## config.mk

```make
export PLATFORM = sky130hd
export DESIGN_NAME = sccm_mask_loader
export DESIGN_NICKNAME = d
export VERILOG_FILES = /design/src/rtl/sccm_pkg.sv /design/src/rtl/sccm_mask_loader.sv
export SDC_FILE = /design/constraint.sdc
export NUM_CORES = 1
export LEC_CHECK = 0
export BUFFER_PORTS_ARGS = -buffer_cell sky130_fd_sc_hd__buf_2
export CAP_MARGIN = 20
export CORE_UTILIZATION = 30
export DETAILED_ROUTE_END_ITERATION = 8
export PLACE_DENSITY = 0.5
export REMOVE_ABC_BUFFERS = 1
export SYNTH_ARGS = -nofsm -noshare
export SYNTH_HDL_FRONTEND = slang
export SYNTH_SLANG_ARGS = --single-unit
```

## constraint.sdc

```tcl
create_clock -name CORE_CLK_IN -period 2.04 [get_ports CORE_CLK_IN]
set_input_delay 0.408 -clock CORE_CLK_IN [delete_from_list [all_inputs] [get_ports CORE_CLK_IN]]
set_output_delay 0.408 -clock CORE_CLK_IN [all_outputs]
set_load 0.01 [all_outputs]
```

## src/rtl/sccm_pkg.sv

```systemverilog
package sccm_pkg;

   // Widths of the mask, the clock outputs and the general pins, and the mask bit layout
   localparam int MASK_W = 16;
   localparam int NUM_CLK = 10;
   localparam int GPIO_W = 4;
   localparam int PAIR_SLOTS = 4;
   localparam int SINGLE_FIRST = 8;
   localparam int SELF_CLK_BIT = 13;

   // Register byte offsets on the Avalon-MM slave
   localparam logic [7:0] OFF_CLK_MASK = 8'h00;
   localparam logic [7:0] OFF_BRIDGE_CTRL = 8'h04;
   localparam logic [7:0] OFF_CHIP_CTRL = 8'h08;
   localparam logic [7:0] OFF_COMMAND = 8'h0c;
   localparam logic [7:0] OFF_GPIO_DATA = 8'h10;
   localparam logic [7:0] OFF_GPIO_OE = 8'h14;
   localparam logic [7:0] OFF_STATUS = 8'h18;

   // Field positions
   localparam int BIT_SEC_RESET = 0;
   localparam int BIT_LIVE_MODE = 0;
   localparam int GPIO_SET_LSB = 0;
   localparam int GPIO_CLR_LSB = 4;
   localparam int ST_LOADING = 4;
   localparam int ST_SEC_RST = 5;
   localparam int ST_MASKED = 6;
   localparam int ST_LOADED = 7;
   localparam int GPIO_SCLK = 0;
   localparam int GPIO_MODE = 2;
   localparam int GPIO_LIVE = 3;

   // Values after reset, and the pin output enables used while loading
   localparam logic [MASK_W-1:0] RST_CLK_MASK = 16'h0000;
   localparam logic [GPIO_W-1:0] RST_GPIO = 4'h0;
   localparam logic [GPIO_W-1:0] LOAD_GPIO_OE = 4'h5;

   // Timing
   localparam int CORE_HZ = 25_000_000;
   localparam int SHIFT_MAX_HZ = 33_000_000;
   localparam int SHIFT_NOM_CYCLES = 23;
   localparam int SHIFT_FAST_CYCLES = 46;
   // Half period of the shift clock in core cycles, rounded up
   localparam int TICK_MIN =
      (CORE_HZ + 2 * SHIFT_MAX_HZ - 1) / (2 * SHIFT_MAX_HZ);
   // At least two cycles so the synchronised mask input settles
   localparam int TICK_CYCLES = (TICK_MIN < 2) ? 2 : TICK_MIN;
   localparam logic [3:0] LAST_SAMPLE = 4'hf;

   typedef enum logic [1:0] {
      SEQ_IDLE = 2'b00,
      SEQ_LOAD = 2'b01,
      SEQ_SHIFT = 2'b10
   } sccm_seq_e;

   typedef struct packed {
      logic master;
      logic mem;
      logic io;
   } sccm_cmd_s;

endpackage : sccm_pkg

```

## src/rtl/sccm_mask_loader.sv

```systemverilog
// Function
// - Shift sixteen serial mask bits into the clock mask register and gate clocks.
// - Start loading after primary reset release; hold secondary reset until done.
// - General pin 0 is the shift clock, below 33 MHz; pins 1,3 unused.
// - General pin 2 low means parallel load, high means shift.
// - Drive pin 2 low for one shift cycle, then high to shift.
// - Mask arrives most significant bit first, least significant bit last.
// - Bit pairs 1:0 to 7:6 gate clocks 0 to 3; any zero enables.
// - Bits 8 to 12 gate clocks 4 to 8; zero enables, one disables.
// - Bit 13 gates clock 9 for our own input; bits 14,15 unused.
// - Mask input tied high disables all clocks; tied low enables all.
// - After shifting, release general pins, ignore mask input, allow reset release.
// - Mask register is read/write by software; writes regate clocks quickly.
// - Secondary reset releases only after load, clocks already reflecting mask.
// - Live mode with pin 3 high forces io, memory, master enables off.
// - Command register reads stay unchanged; enables return when pin 3 drops.
// - While masked, already queued posted and delayed requests still finish.
// - While masked, delayed completions are not returned to masters.
// - Configuration transactions are always accepted in live mode.
// - Ten secondary clock outputs derived from the primary clock.
// - Secondary clock runs at the primary rate or half of it.
// - Divide by two when primary fast indicator high, secondary one low.
// - Secondary reset bit asserts reset until cleared and mask reloaded.
// - General pins come up input-only after reset.
//
// Implementation choices: the address map and the Avalon-MM register port.
module sccm_mask_loader
   import sccm_pkg::*;
(
   // Clock and reset
   input wire logic CORE_CLK_IN,
   input wire logic NRST_IN,
   // Avalon-MM slave
   input wire logic [7:0] AVS_ADDRESS_IN,
   input wire logic AVS_READ_IN,
   input wire logic AVS_WRITE_IN,
   input wire logic [31:0] AVS_WRITEDATA_IN,
   input wire logic [3:0] AVS_BYTEENABLE_IN,
   output logic [31:0] AVS_READDATA_OUT,
   output logic AVS_WAITREQUEST_OUT,
   // General pins and serial mask input
   input wire logic [GPIO_W-1:0] GPIO_IN,
   output logic [GPIO_W-1:0] GPIO_OUT,
   output logic [GPIO_W-1:0] GPIO_OE_OUT,
   input wire logic MSK_IN,
   // Frequency indicators
   input wire logic PRIMARY_FAST_INDICATOR_IN,
   input wire logic SECONDARY_FAST_INDICATOR_IN,
   // Secondary clocks and reset
   output logic [NUM_CLK-1:0] SEC_CLK_EN_OUT,
   output logic SEC_CLK_DIV2_OUT,
   output logic SEC_RST_N_OUT,
   // Forwarding enables
   output sccm_cmd_s FWD_EN_OUT,
   output logic QUEUE_DRAIN_EN_OUT,
   output logic COMPLETION_RET_EN_OUT,
   output logic CFG_ACCEPT_OUT
);

   // Pin synchronisers
   logic [GPIO_W-1:0] gpio_s1_q;
   logic [GPIO_W-1:0] gpio_s2_q;
   logic msk_s1_q;
   logic msk_s2_q;
   logic [1:0] fast_s1_q;
   logic [1:0] fast_s2_q;

   always_ff @(posedge CORE_CLK_IN) begin
      if (!NRST_IN) begin
         gpio_s1_q <= RST_GPIO;
         gpio_s2_q <= RST_GPIO;
         msk_s1_q <= 1'b0;
         msk_s2_q <= 1'b0;
         fast_s1_q <= 2'b00;
         fast_s2_q <= 2'b00;
      end else begin
         gpio_s1_q <= GPIO_IN;
         gpio_s2_q <= gpio_s1_q;
         msk_s1_q <= MSK_IN;
         msk_s2_q <= msk_s1_q;
         fast_s1_q <= {PRIMARY_FAST_INDICATOR_IN, SECONDARY_FAST_INDICATOR_IN};
         fast_s2_q <= fast_s1_q;
      end
   end

   // Bus handshake
   logic req;
   logic wr_take;
   logic waitreq_q;
   logic [31:0] rdata_q;
   logic [31:0] rdata_d;

   assign req = AVS_READ_IN | AVS_WRITE_IN;
   assign wr_take = AVS_WRITE_IN & ~waitreq_q;

   // Registers
   logic [MASK_W-1:0] clk_mask_q;
   logic sec_reset_bit_q;
   logic live_mode_q;
   sccm_cmd_s cmd_q;
   logic [GPIO_W-1:0] gpio_data_q;
   logic [GPIO_W-1:0] gpio_oe_q;

   // Load sequencer
   sccm_seq_e seq_q;
   logic loaded_q;
   logic [$clog2(TICK_CYCLES+1)-1:0] div_q;
   logic tick;
   logic sclk_q;
   logic mode_q;
   logic [3:0] bit_cnt_q;
   logic [MASK_W-1:0] shreg_q;
   logic load_done;
   logic sec_rst_active;

   assign tick = (div_q == ($bits(div_q))'(TICK_CYCLES - 1));
   assign sec_rst_active = sec_reset_bit_q | ~loaded_q;
   assign load_done = (seq_q == SEQ_SHIFT) & tick & ~sclk_q &
      (bit_cnt_q == LAST_SAMPLE);

   // Shift clock enable divider, kept at or below the maximum shift rate
   always_ff @(posedge CORE_CLK_IN) begin
      if (!NRST_IN || seq_q == SEQ_IDLE) begin
         div_q <= '0;
      end else if (tick) begin
         div_q <= '0;
      end else begin
         div_q <= div_q + 1'b1;
      end
   end

   // Load and shift sequence; a primary reset restarts it from idle
   always_ff @(posedge CORE_CLK_IN) begin
      if (!NRST_IN) begin
         seq_q <= SEQ_IDLE;
         sclk_q <= 1'b0;
         mode_q <= 1'b1;
         bit_cnt_q <= 4'h0;
         shreg_q <= RST_CLK_MASK;
      end else begin
         unique case (seq_q)
            SEQ_IDLE: begin
               if (sec_rst_active && !loaded_q) begin
                  seq_q <= SEQ_LOAD;
                  mode_q <= 1'b0;
                  bit_cnt_q <= 4'h0;
               end
            end
            SEQ_LOAD: begin
               if (tick) begin
                  if (!sclk_q) begin
                     sclk_q <= 1'b1;
                  end else begin
                     sclk_q <= 1'b0;
                     mode_q <= 1'b1;
                     seq_q <= SEQ_SHIFT;
                  end
               end
            end
            SEQ_SHIFT: begin
               if (tick) begin
                  if (!sclk_q) begin
                     shreg_q <= {shreg_q[MASK_W-2:0], msk_s2_q};
                     bit_cnt_q <= bit_cnt_q + 1'b1;
                     if (bit_cnt_q == LAST_SAMPLE) begin
                        seq_q <= SEQ_IDLE;
                     end else begin
                        sclk_q <= 1'b1;
                     end
                  end else begin
                     sclk_q <= 1'b0;
                  end
               end
            end
            default: seq_q <= SEQ_IDLE;
         endcase
      end
   end

   // Loaded flag; setting the secondary reset bit calls for a new load
   always_ff @(posedge CORE_CLK_IN) begin
      if (!NRST_IN) begin
         loaded_q <= 1'b0;
      end else if (load_done) begin
         loaded_q <= 1'b1;
      end else if (wr_take && AVS_ADDRESS_IN == OFF_BRIDGE_CTRL &&
                   AVS_BYTEENABLE_IN[0] &&
                   AVS_WRITEDATA_IN[BIT_SEC_RESET]) begin
         loaded_q <= 1'b0;
      end
   end

   // Clock mask register: loaded serially, then software owned
   always_ff @(posedge CORE_CLK_IN) begin
      if (!NRST_IN) begin
         clk_mask_q <= RST_CLK_MASK;
      end else if (load_done) begin
         clk_mask_q <= {shreg_q[MASK_W-2:0], msk_s2_q};
      end else if (wr_take && AVS_ADDRESS_IN == OFF_CLK_MASK &&
                   seq_q == SEQ_IDLE) begin
         if (AVS_BYTEENABLE_IN[0]) begin
            clk_mask_q[7:0] <= AVS_WRITEDATA_IN[7:0];
         end
         if (AVS_BYTEENABLE_IN[1]) begin
            clk_mask_q[15:8] <= AVS_WRITEDATA_IN[15:8];
         end
      end
   end

   // Control registers
   always_ff @(posedge CORE_CLK_IN) begin
      if (!NRST_IN) begin
         sec_reset_bit_q <= 1'b0;
         live_mode_q <= 1'b0;
         cmd_q <= '0;
      end else if (wr_take && AVS_BYTEENABLE_IN[0]) begin
         unique case (AVS_ADDRESS_IN)
            OFF_BRIDGE_CTRL: begin
               sec_reset_bit_q <= AVS_WRITEDATA_IN[BIT_SEC_RESET];
            end
            OFF_CHIP_CTRL: begin
               live_mode_q <= AVS_WRITEDATA_IN[BIT_LIVE_MODE];
            end
            OFF_COMMAND: begin
               cmd_q <= AVS_WRITEDATA_IN[2:0];
            end
            default: ;
         endcase
      end
   end

   // General pin registers, write one to set or clear
   always_ff @(posedge CORE_CLK_IN) begin
      if (!NRST_IN) begin
         gpio_data_q <= RST_GPIO;
         gpio_oe_q <= RST_GPIO;
      end else if (wr_take && AVS_BYTEENABLE_IN[0]) begin
         if (AVS_ADDRESS_IN == OFF_GPIO_DATA) begin
            gpio_data_q <= (gpio_data_q |
               AVS_WRITEDATA_IN[GPIO_SET_LSB +: GPIO_W]) &
               ~AVS_WRITEDATA_IN[GPIO_CLR_LSB +: GPIO_W];
         end
         if (AVS_ADDRESS_IN == OFF_GPIO_OE) begin
            gpio_oe_q <= (gpio_oe_q |
               AVS_WRITEDATA_IN[GPIO_SET_LSB +: GPIO_W]) &
               ~AVS_WRITEDATA_IN[GPIO_CLR_LSB +: GPIO_W];
         end
      end
   end

   // Pin drive: the sequencer owns pins 0 and 2 while loading
   logic [GPIO_W-1:0] gpio_d;
   logic [GPIO_W-1:0] gpio_oe_d;
   always_comb begin
      if (seq_q != SEQ_IDLE) begin
         gpio_d = RST_GPIO;
         gpio_d[GPIO_SCLK] = sclk_q;
         gpio_d[GPIO_MODE] = mode_q;
         gpio_oe_d = LOAD_GPIO_OE;
      end else begin
         gpio_d = gpio_data_q;
         gpio_oe_d = gpio_oe_q;
      end
   end

   always_ff @(posedge CORE_CLK_IN) begin
      if (!NRST_IN) begin
         GPIO_OUT <= RST_GPIO;
         GPIO_OE_OUT <= RST_GPIO;
      end else begin
         GPIO_OUT <= gpio_d;
         GPIO_OE_OUT <= gpio_oe_d;
      end
   end

   // Clock enables decoded from the mask
   logic [NUM_CLK-1:0] clk_en_d;

   for (genvar gi = 0; gi < NUM_CLK; gi++) begin : g_clk_en
      if (gi < PAIR_SLOTS) begin : g_pair
         assign clk_en_d[gi] =
            ~(clk_mask_q[2*gi] & clk_mask_q[2*gi+1]);
      end else if (gi < NUM_CLK - 1) begin : g_single
         assign clk_en_d[gi] =
            ~clk_mask_q[SINGLE_FIRST + gi - PAIR_SLOTS];
      end else begin : g_self
         assign clk_en_d[gi] = ~clk_mask_q[SELF_CLK_BIT];
      end
   end

   always_ff @(posedge CORE_CLK_IN) begin
      if (!NRST_IN) begin
         SEC_CLK_EN_OUT <= '1;
         SEC_CLK_DIV2_OUT <= 1'b0;
      end else begin
         SEC_CLK_EN_OUT <= clk_en_d;
         SEC_CLK_DIV2_OUT <= fast_s2_q[1] & ~fast_s2_q[0];
      end
   end

   // Secondary reset, released a cycle after the clock enables settle
   logic rst_hold_q;
   always_ff @(posedge CORE_CLK_IN) begin
      if (!NRST_IN) begin
         rst_hold_q <= 1'b1;
         SEC_RST_N_OUT <= 1'b0;
      end else begin
         rst_hold_q <= sec_rst_active | (seq_q != SEQ_IDLE);
         SEC_RST_N_OUT <= ~(rst_hold_q | sec_rst_active);
      end
   end

   // Live insertion masking of the forwarding enables
   logic live_mask;
   assign live_mask = live_mode_q & gpio_s2_q[GPIO_LIVE];

   always_ff @(posedge CORE_CLK_IN) begin
      if (!NRST_IN) begin
         FWD_EN_OUT <= '0;
         QUEUE_DRAIN_EN_OUT <= 1'b0;
         COMPLETION_RET_EN_OUT <= 1'b1;
         CFG_ACCEPT_OUT <= 1'b1;
      end else begin
         FWD_EN_OUT <= live_mask ? '0 : cmd_q;
         QUEUE_DRAIN_EN_OUT <= cmd_q.master;
         COMPLETION_RET_EN_OUT <= ~live_mask;
         CFG_ACCEPT_OUT <= 1'b1;
      end
   end

   // Read mux
   always_comb begin
      rdata_d = 32'h0000_0000;
      unique case (AVS_ADDRESS_IN)
         OFF_CLK_MASK: rdata_d[MASK_W-1:0] = clk_mask_q;
         OFF_BRIDGE_CTRL: rdata_d[BIT_SEC_RESET] = sec_reset_bit_q;
         OFF_CHIP_CTRL: rdata_d[BIT_LIVE_MODE] = live_mode_q;
         OFF_COMMAND: rdata_d[2:0] = cmd_q;
         OFF_GPIO_DATA: rdata_d[GPIO_W-1:0] = gpio_data_q;
         OFF_GPIO_OE: rdata_d[GPIO_W-1:0] = gpio_oe_q;
         OFF_STATUS: begin
            rdata_d[GPIO_W-1:0] = gpio_s2_q;
            rdata_d[ST_LOADING] = (seq_q != SEQ_IDLE);
            rdata_d[ST_SEC_RST] = ~SEC_RST_N_OUT;
            rdata_d[ST_MASKED] = live_mask;
            rdata_d[ST_LOADED] = loaded_q;
         end
         default: rdata_d = 32'h0000_0000;
      endcase
   end

   // One wait cycle per access
   always_ff @(posedge CORE_CLK_IN) begin
      if (!NRST_IN) begin
         waitreq_q <= 1'b1;
         rdata_q <= 32'h0000_0000;
      end else if (req && waitreq_q) begin
         waitreq_q <= 1'b0;
         rdata_q <= AVS_READ_IN ? rdata_d : 32'h0000_0000;
      end else begin
         waitreq_q <= 1'b1;
      end
   end

   assign AVS_WAITREQUEST_OUT = waitreq_q;
   assign AVS_READDATA_OUT = rdata_q;

endmodule : sccm_mask_loader

```

Yosys cells after proc, flatten, opt, wreduce, memory -nomap -nowiden. Index checks and enable logic that the tools add are counted.

Register bits after elaboration: 128. Input port bits: 55. Output and inout port bits: 59. Logic and storage cells: 164.

$add $sub $neg: 2. Equal/unequal tests: 16. Muxes and demuxes: 36. Bitwise gates (word level): 37. Reduce and logical (&&, ||, !) cells: 36.

Operators by type and width (count): 16-bit two-way mux (3); 8-bit by 5-bit == test with 1-bit output, second input constant (3); 8-bit two-way mux (3); 1-bit NOT (18); 8-bit by 4-bit == test with 1-bit output, second input constant (2); 4-bit one-hot mux with 2 select lines (2); 2-bit nonzero test (8); 2-bit AND reduction (7); 2-bit two-way mux (6); 4-bit two-way mux (3); 1-bit two-way mux (11); 1-bit AND (10); 2-bit one-hot mux with 5 select lines (1); 4-bit AND (2); 8-bit by 3-bit == test with 1-bit output, second input constant (1); 1-bit logical AND (8); 8-bit zero test (1); 2-bit != test, second input constant (4); 4-bit bitwise OR (2); 4-bit AND reduction (2); 1-bit one-hot mux with 7 select lines (1); 3-bit two-way mux (2); 2-bit one-hot mux with 3 select lines (1); 3-bit AND reduction (2); 15 further kinds (24).

Depth between registers and ports, before layout.
Depth after elaboration: 7. Mapped depth: 8. Gate-level depth less buffers: 6.

Worst setup path before layout. No wires, ideal clock.

Path type: input port to flip-flop. From: input port AVS_ADDRESS_IN[4]. To: register clk_mask_q[14]. Library setup time: 0.123 ns. Data arrival time: 1.763 ns. Data required time: 1.917 ns. Setup slack: 0.155 ns. Cell stages on the path: 6. Buffers on the path: 2. Cell sequence: buf_6 or4_4 nor4_4 buf_6 nor3b_2 nor3_2.

Longest elaborated chain between the ends: 5.

RTL lines: from (decl) (line sccm_mask_loader.sv:34) `input wire logic [7:0] AVS_ADDRESS_IN,`; 8-bit zero test (line sccm_mask_loader.sv:199) `end else if (wr_take && AVS_ADDRESS_IN == OFF_CLK_MASK &&`; 1-bit logical AND (2 in series) (line sccm_mask_loader.sv:199); 2-bit nonzero test (no line); 2-bit AND reduction (no line); to (signal assigned) (line sccm_mask_loader.sv:198) `clk_mask_q <= {shreg_q[MASK_W-2:0], msk_s2_q};`; to (signal assigned) (line sccm_mask_loader.sv:205) `clk_mask_q[15:8] <= AVS_WRITEDATA_IN[15:8];`; to (decl) (line sccm_mask_loader.sv:97) `logic [MASK_W-1:0] clk_mask_q;`.

Every way passes these cells. A chain may end at the register's enable or synchronous reset.

Worst setup path after layout.
From: register seq_q[0]. To: register clk_mask_q[8].

Longest elaborated chain between the ends: 6. Elaborated cells on any way between the ends: 10. Those cells by class: eq/ne (1); mux (1); bitwise (3); reduce/logical (5).

RTL lines: from (decl) (line sccm_mask_loader.sv:105) `sccm_seq_e seq_q;`; from (signal assigned) (line sccm_mask_loader.sv:135) `seq_q <= SEQ_IDLE;`; from (signal assigned) (line sccm_mask_loader.sv:144) `seq_q <= SEQ_LOAD;`; from (signal assigned) (line sccm_mask_loader.sv:156) `seq_q <= SEQ_SHIFT;`; 2-bit == test (line sccm_mask_loader.sv:118) `assign load_done = (seq_q == SEQ_SHIFT) & tick & ~sclk_q &`; 1-bit AND (3 in series) (line sccm_mask_loader.sv:118); 2-bit nonzero test (no line); 2-bit AND reduction (no line).

Several ways; a longest one is shown, not always the timed one.

==> flow_summary.html <==
<table>
<tr><th>Metric</th><th>Value</th></tr>
<tr><th colspan="2">Timing</th></tr>
<tr><td>Final worst hold slack</td><td>0.265 ns</td></tr>
<tr><td>Period Utilization, post-route</td><td>0.912</td></tr>
<tr><td>Unrepaired setup endpoints after global routing</td><td>no</td></tr>
<tr><td>Setup-violating endpoint count in the final report</td><td>0</td></tr>
<tr><td>Post-layout min period</td><td>1.86 ns</td></tr>
<tr><td>Highest clock rate</td><td>0.537 GHz</td></tr>
<tr><td>Worst clock skew on the final layout</td><td>0.00723 ns</td></tr>
<tr><td>Worst slew margin</td><td>0.619</td></tr>
<tr><td>Pin slew with the least headroom to its limit</td><td>0.571 ns</td></tr>
<tr><td>Setup slack of the critical path after layout</td><td>0.179 ns</td></tr>
<tr><td>Fin Setup TNS</td><td>0 ns</td></tr>
<tr><td>Final hold violation count</td><td>0</td></tr>
<tr><td>Number of pins with negative max-slew slack in the final report</td><td>0</td></tr>
<tr><th colspan="2">GRT</th></tr>
<tr><td>First-pass GRT wire length</td><td>17.9 mm</td></tr>
<tr><td>Largest net degree at the start of global routing</td><td>57</td></tr>
<tr><td>Number of antenna violations at the first check in global routing</td><td>0</td></tr>
<tr><td>Overflow left after global routing</td><td>0</td></tr>
<tr><td>GRT Total Usage</td><td>0.145</td></tr>
<tr><td>Number of global-route vias before repair</td><td>3478</td></tr>
<tr><th colspan="2">Route</th></tr>
<tr><td>Total DRC errors in the routed layout</td><td>10</td></tr>
<tr><td>DR iter-0 viols</td><td>220</td></tr>
<tr><td>Number of iterations in the first detailed-routing pass</td><td>6</td></tr>
<tr><td>ANT nets after route</td><td>0</td></tr>
<tr><td>Post-detailed-route via-to-cell ratio</td><td>4.86</td></tr>
<tr><td>Overall routed net length</td><td>11.0 mm</td></tr>
<tr><td>Average wire per standard cell</td><td>14.8 um</td></tr>
<tr><td>Routed via count</td><td>3600</td></tr>
<tr><th colspan="2">Floorplanning</th></tr>
<tr><td>Count of pins on the block boundary</td><td>114</td></tr>
<tr><td>Area enclosed by the die boundary</td><td>0.0158 sq mm</td></tr>
<tr><td>Initial standard-cell utilization of the core</td><td>0.311</td></tr>
<tr><td>Core area</td><td>0.0147 sq mm</td></tr>
<tr><td>Rows</td><td>44</td></tr>
<tr><td>Die span in x</td><td>126 um</td></tr>
<tr><td>Floorplan die height</td><td>126 um</td></tr>
<tr><th colspan="2">Power and ir drop</th></tr>
<tr><td>Leakage power</td><td>2.27 nW</td></tr>
<tr><td>Maximum vdd drop</td><td>408 uV</td></tr>
<tr><td>Power density cells</td><td>766 mW/mm^2</td></tr>
<tr><th colspan="2">Worst hold path</th></tr>
<tr><td>Class of the most critical hold timing path</td><td>input pin to register</td></tr>
<tr><td>WHS Endpoint</td><td>gpio_s1_q[2]</td></tr>
<tr><td>Hold path startpoint</td><td>GPIO_IN[2]</td></tr>
<tr><td>Hold path cells</td><td>2</td></tr>
<tr><th colspan="2">Job</th></tr>
<tr><td>Number of max-cap violations</td><td>0</td></tr>
<tr><th colspan="2">Yosys</th></tr>
<tr><td>Fraction of registers with async set/reset</td><td>0</td></tr>
<tr><td>Synthesized instance count</td><td>483</td></tr>
<tr><td>Proportion of netlist area held by the largest area contributor</td><td>0.490</td></tr>
<tr><td>Most frequently used flop master after synthesis</td><td>sky130_fd_sc_hd__dfxtp_1</td></tr>
<tr><td>EDFF count, synth</td><td>0</td></tr>
<tr><td>Proportion of synthesized chip area in sequential cells</td><td>0.490</td></tr>
<tr><td>Synth Area in Adders</td><td>0.00547</td></tr>
<tr><td>Yosys Warn Count</td><td>0</td></tr>
<tr><td>List of most frequent post-synthesis cells</td><td>sky130_fd_sc_hd__dfxtp_1 (112), sky130_fd_sc_hd__nand2_1 (58), sky130_fd_sc_hd__clkbuf_1 (28)</td></tr>
<tr><td>Top post-synthesis cells by area</td><td>sky130_fd_sc_hd__dfxtp_1 (49%), sky130_fd_sc_hd__nand2_1 (4.8%), sky130_fd_sc_hd__a21boi_1 (3.0%)</td></tr>
<tr><td>Basic-gate share of the synthesized area counting and, or, nand and nor cells</td><td>0.257</td></tr>
<tr><td>Cell type with the highest aggregate area in the netlist</td><td>sky130_fd_sc_hd__dfxtp_1</td></tr>
<tr><td>Post-synthesis share of cell area spent on xor and xnor gates</td><td>0.00383</td></tr>
<tr><td>Mux cell area share after synthesis</td><td>0.0202</td></tr>
<tr><td>Most common cell in the synthesized netlist</td><td>sky130_fd_sc_hd__dfxtp_1</td></tr>
<tr><td>Compound-gate portion of the synthesized area</td><td>0.148</td></tr>
<tr><td>Largest family of logic cells by synthesized area</td><td>simple AND/OR/NAND/NOR gates</td></tr>
<tr><td>Mean post-synth cell area</td><td>9.47 sq um</td></tr>
<tr><td>Distinct cell type count after synthesis</td><td>58</td></tr>
<tr><td>Synthesized flop and latch total</td><td>112</td></tr>
<tr><td>Area of the mapped netlist</td><td>0.00458 sq mm</td></tr>
<tr><th colspan="2">Place</th></tr>
<tr><td>Final Wtd Congestion</td><td>0.767</td></tr>
<tr><td>Post-Place Setup Slack</td><td>-0.0452 ns</td></tr>
<tr><td>DP Area</td><td>0.00515 sq mm</td></tr>
<tr><td>Port Buffer Count</td><td>78</td></tr>
<tr><td>HPWL after detailed placement</td><td>7.94 mm</td></tr>
<tr><th colspan="2">Layout</th></tr>
<tr><td>Area growth, synth to finish</td><td>18.9%</td></tr>
<tr><td>Fin area</td><td>0.00544 sq mm</td></tr>
<tr><td>Filler cells</td><td>1515</td></tr>
<tr><td>Final nets</td><td>608</td></tr>
<tr><td>Fraction of final layout cells sized beyond drive strength 1</td><td>0.245</td></tr>
<tr><td>Final antenna diode count</td><td>0</td></tr>
<tr><th colspan="2">Setup path</th></tr>
<tr><td>Cell-by-cell listing of the critical path</td><td>or4_1 -&gt; buf_4 -&gt; nor4_4 -&gt; buf_12 -&gt; nor3b_1 -&gt; nor3_2</td></tr>
<tr><td>Crit end category</td><td>register</td></tr>
<tr><td>Largest stage delay on the critical path</td><td>0.53 ns</td></tr>
<tr><td>Cell type of the slowest stage on the worst timing path</td><td>sky130_fd_sc_hd__or4_1</td></tr>
<tr><td>Req. time, crit path</td><td>2.27 ns</td></tr>
<tr><td>Terminus of the critical flop-to-flop path</td><td>clk_mask_q[8]</td></tr>
<tr><td>Peak fanout along the critical path</td><td>16</td></tr>
<tr><td>R2R cell count</td><td>6</td></tr>
<tr><td>Critical path class</td><td>register to register</td></tr>
<tr><td>Type of element launching the critical path</td><td>register</td></tr>
<tr><td>Critical R2R Launch</td><td>seq_q[0]</td></tr>
<tr><td>Reg2Reg Setup Slack</td><td>0.18 ns</td></tr>
<tr><td>Arrival @ worst endpoint</td><td>2.09 ns</td></tr>
<tr><th colspan="2">Clock network</th></tr>
<tr><td>Depth of the CTS H-tree</td><td>3</td></tr>
<tr><td>Sink Count</td><td>112</td></tr>
<tr><td>CTS Buf Count</td><td>9</td></tr>
<tr><td>Count of instances resized after the clock tree is built</td><td>0</td></tr>
<tr><td>Post-CTS Setup Repair Bufs</td><td>0</td></tr>
<tr><td>TritonCTS clock tree</td><td>done</td></tr>
<tr><td>Root buffer cell</td><td>sky130_fd_sc_hd__clkbuf_16</td></tr>
<tr><td>Worst-Skew Late Latency</td><td>0.35 ns</td></tr>
<tr><td>Clk slew on worst S/H paths</td><td>0.07 ns</td></tr>
<tr><td>CTS Hold Bufs</td><td>0</td></tr>
<tr><td>Max Root-Sink Buffers</td><td>2</td></tr>
<tr><th colspan="2">Outcome</th></tr>
<tr><td>Run status</td><td>finished, violations left</td></tr>
<tr><td>Violated checks</td><td>design-rule violations</td></tr>
</table>
-- cell type report --
class | instances | area (sq um) | area share
tap | 184 | 230 | 0.0423
sequential | 112 | 2240 | 0.412
timing repair buffer | 96 | 588 | 0.108
clock buffer | 12 | 256 | 0.0472
clock inverter | 4 | 28.8 | 0.00529
inverter | 10 | 38.8 | 0.00713
multi-input combinational | 322 | 2050 | 0.378
-- cells in the final DEF (no fill, tap or decap), types with 13 or more instances in the layout --
cell	n
sky130_fd_sc_hd__conb_1	17
sky130_fd_sc_hd__nor3b_1	14
sky130_fd_sc_hd__nand2_1	57
sky130_fd_sc_hd__nor3_1	24
sky130_fd_sc_hd__buf_2	78
sky130_fd_sc_hd__buf_4	13
sky130_fd_sc_hd__dfxtp_1	112
sky130_fd_sc_hd__and3_1	17
sky130_fd_sc_hd__a21boi_1	18
sky130_fd_sc_hd__o21ai_0	19
sky130_fd_sc_hd__and2_1	17
-- worst max-delay path: cells and delay by family, from the launching register on --
family / cells / cell delay [ns]
buffers and inverters: 2 / 0.35
AND/OR/NAND/NOR: 4 / 1.06
flip-flops: 1 / 0.32
-- per-stage QoR --
stage,std cells,utilization,power (mW)
finish,740,0.370,4.17
global route,740,0.370,4.36
CTS,740,0.370,4.23
detailed placement,724,0.350,2.53
global placement,724,0.350,2.53
floorplan,444,-,2.39
-- state kept, by name (all words and copies together) (netlist names), 2 cells and up --
| name | cells |
|---|---|
| AVS_READDATA_OUT | 16 |
| clk_mask_q | 16 |
| shreg_q | 15 |
| SEC_CLK_EN_OUT | 10 |
| GPIO_OE_OUT | 4 |
| GPIO_OUT | 4 |
| bit_cnt_q | 4 |
| gpio_data_q | 4 |
| gpio_oe_q | 4 |
| gpio_s1_q | 4 |
| gpio_s2_q | 4 |
| FWD_EN_OUT | 3 |
| cmd_q | 3 |
| div_q | 2 |
| fast_s1_q | 2 |
| fast_s2_q | 2 |
| seq_q | 2 |
-- how the worst max path moves through the flow --
stage / slack (ns) / depth (start not counted) / startpoint / end
after floorplan: -0.19 / 5 / div_q[0] / clk_mask_q[10]
after global placement: -0.008 / 6 / AVS_ADDRESS_IN[0] / clk_mask_q[12]
after detailed placement: -0.05 / 6 / AVS_ADDRESS_IN[0] / clk_mask_q[9]
after CTS: 0.15 / 5 / div_q[0] / clk_mask_q[11]
after global routing: 0.07 / 6 / seq_q[0] / clk_mask_q[9]
final: 0.18 / 6 / seq_q[0] / clk_mask_q[8]
-- power breakdown --
| group | switching [mW] | internal, mW |
|---|---|---|
| registers | 0.0133 | 2.21 |
| logic | 0.162 | 0.0946 |
| clock network | 0.791 | 0.897 |
| total | 0.966 | 3.20 |
-- cells by family after synthesis --
logic type,Yosys count
AND/OR/NAND/NOR,197
adder cells (fa/ha/maj),2
multiplexers,9
buffers and inverters,64
AO/OA/AOI/OAI,95
other,2
flip-flops,112
XOR/XNOR,2
-- routing by layer --
layer,global-route usage,part of all wire,up-vias
met1,0.189,0.49,1702
met3,0.0235,0.033,16
li1,-,-,1810
met4,0.0667,0.020,0
met2,0.235,0.46,72
met5,0,0,-
(Power assumes the default switching activity.)
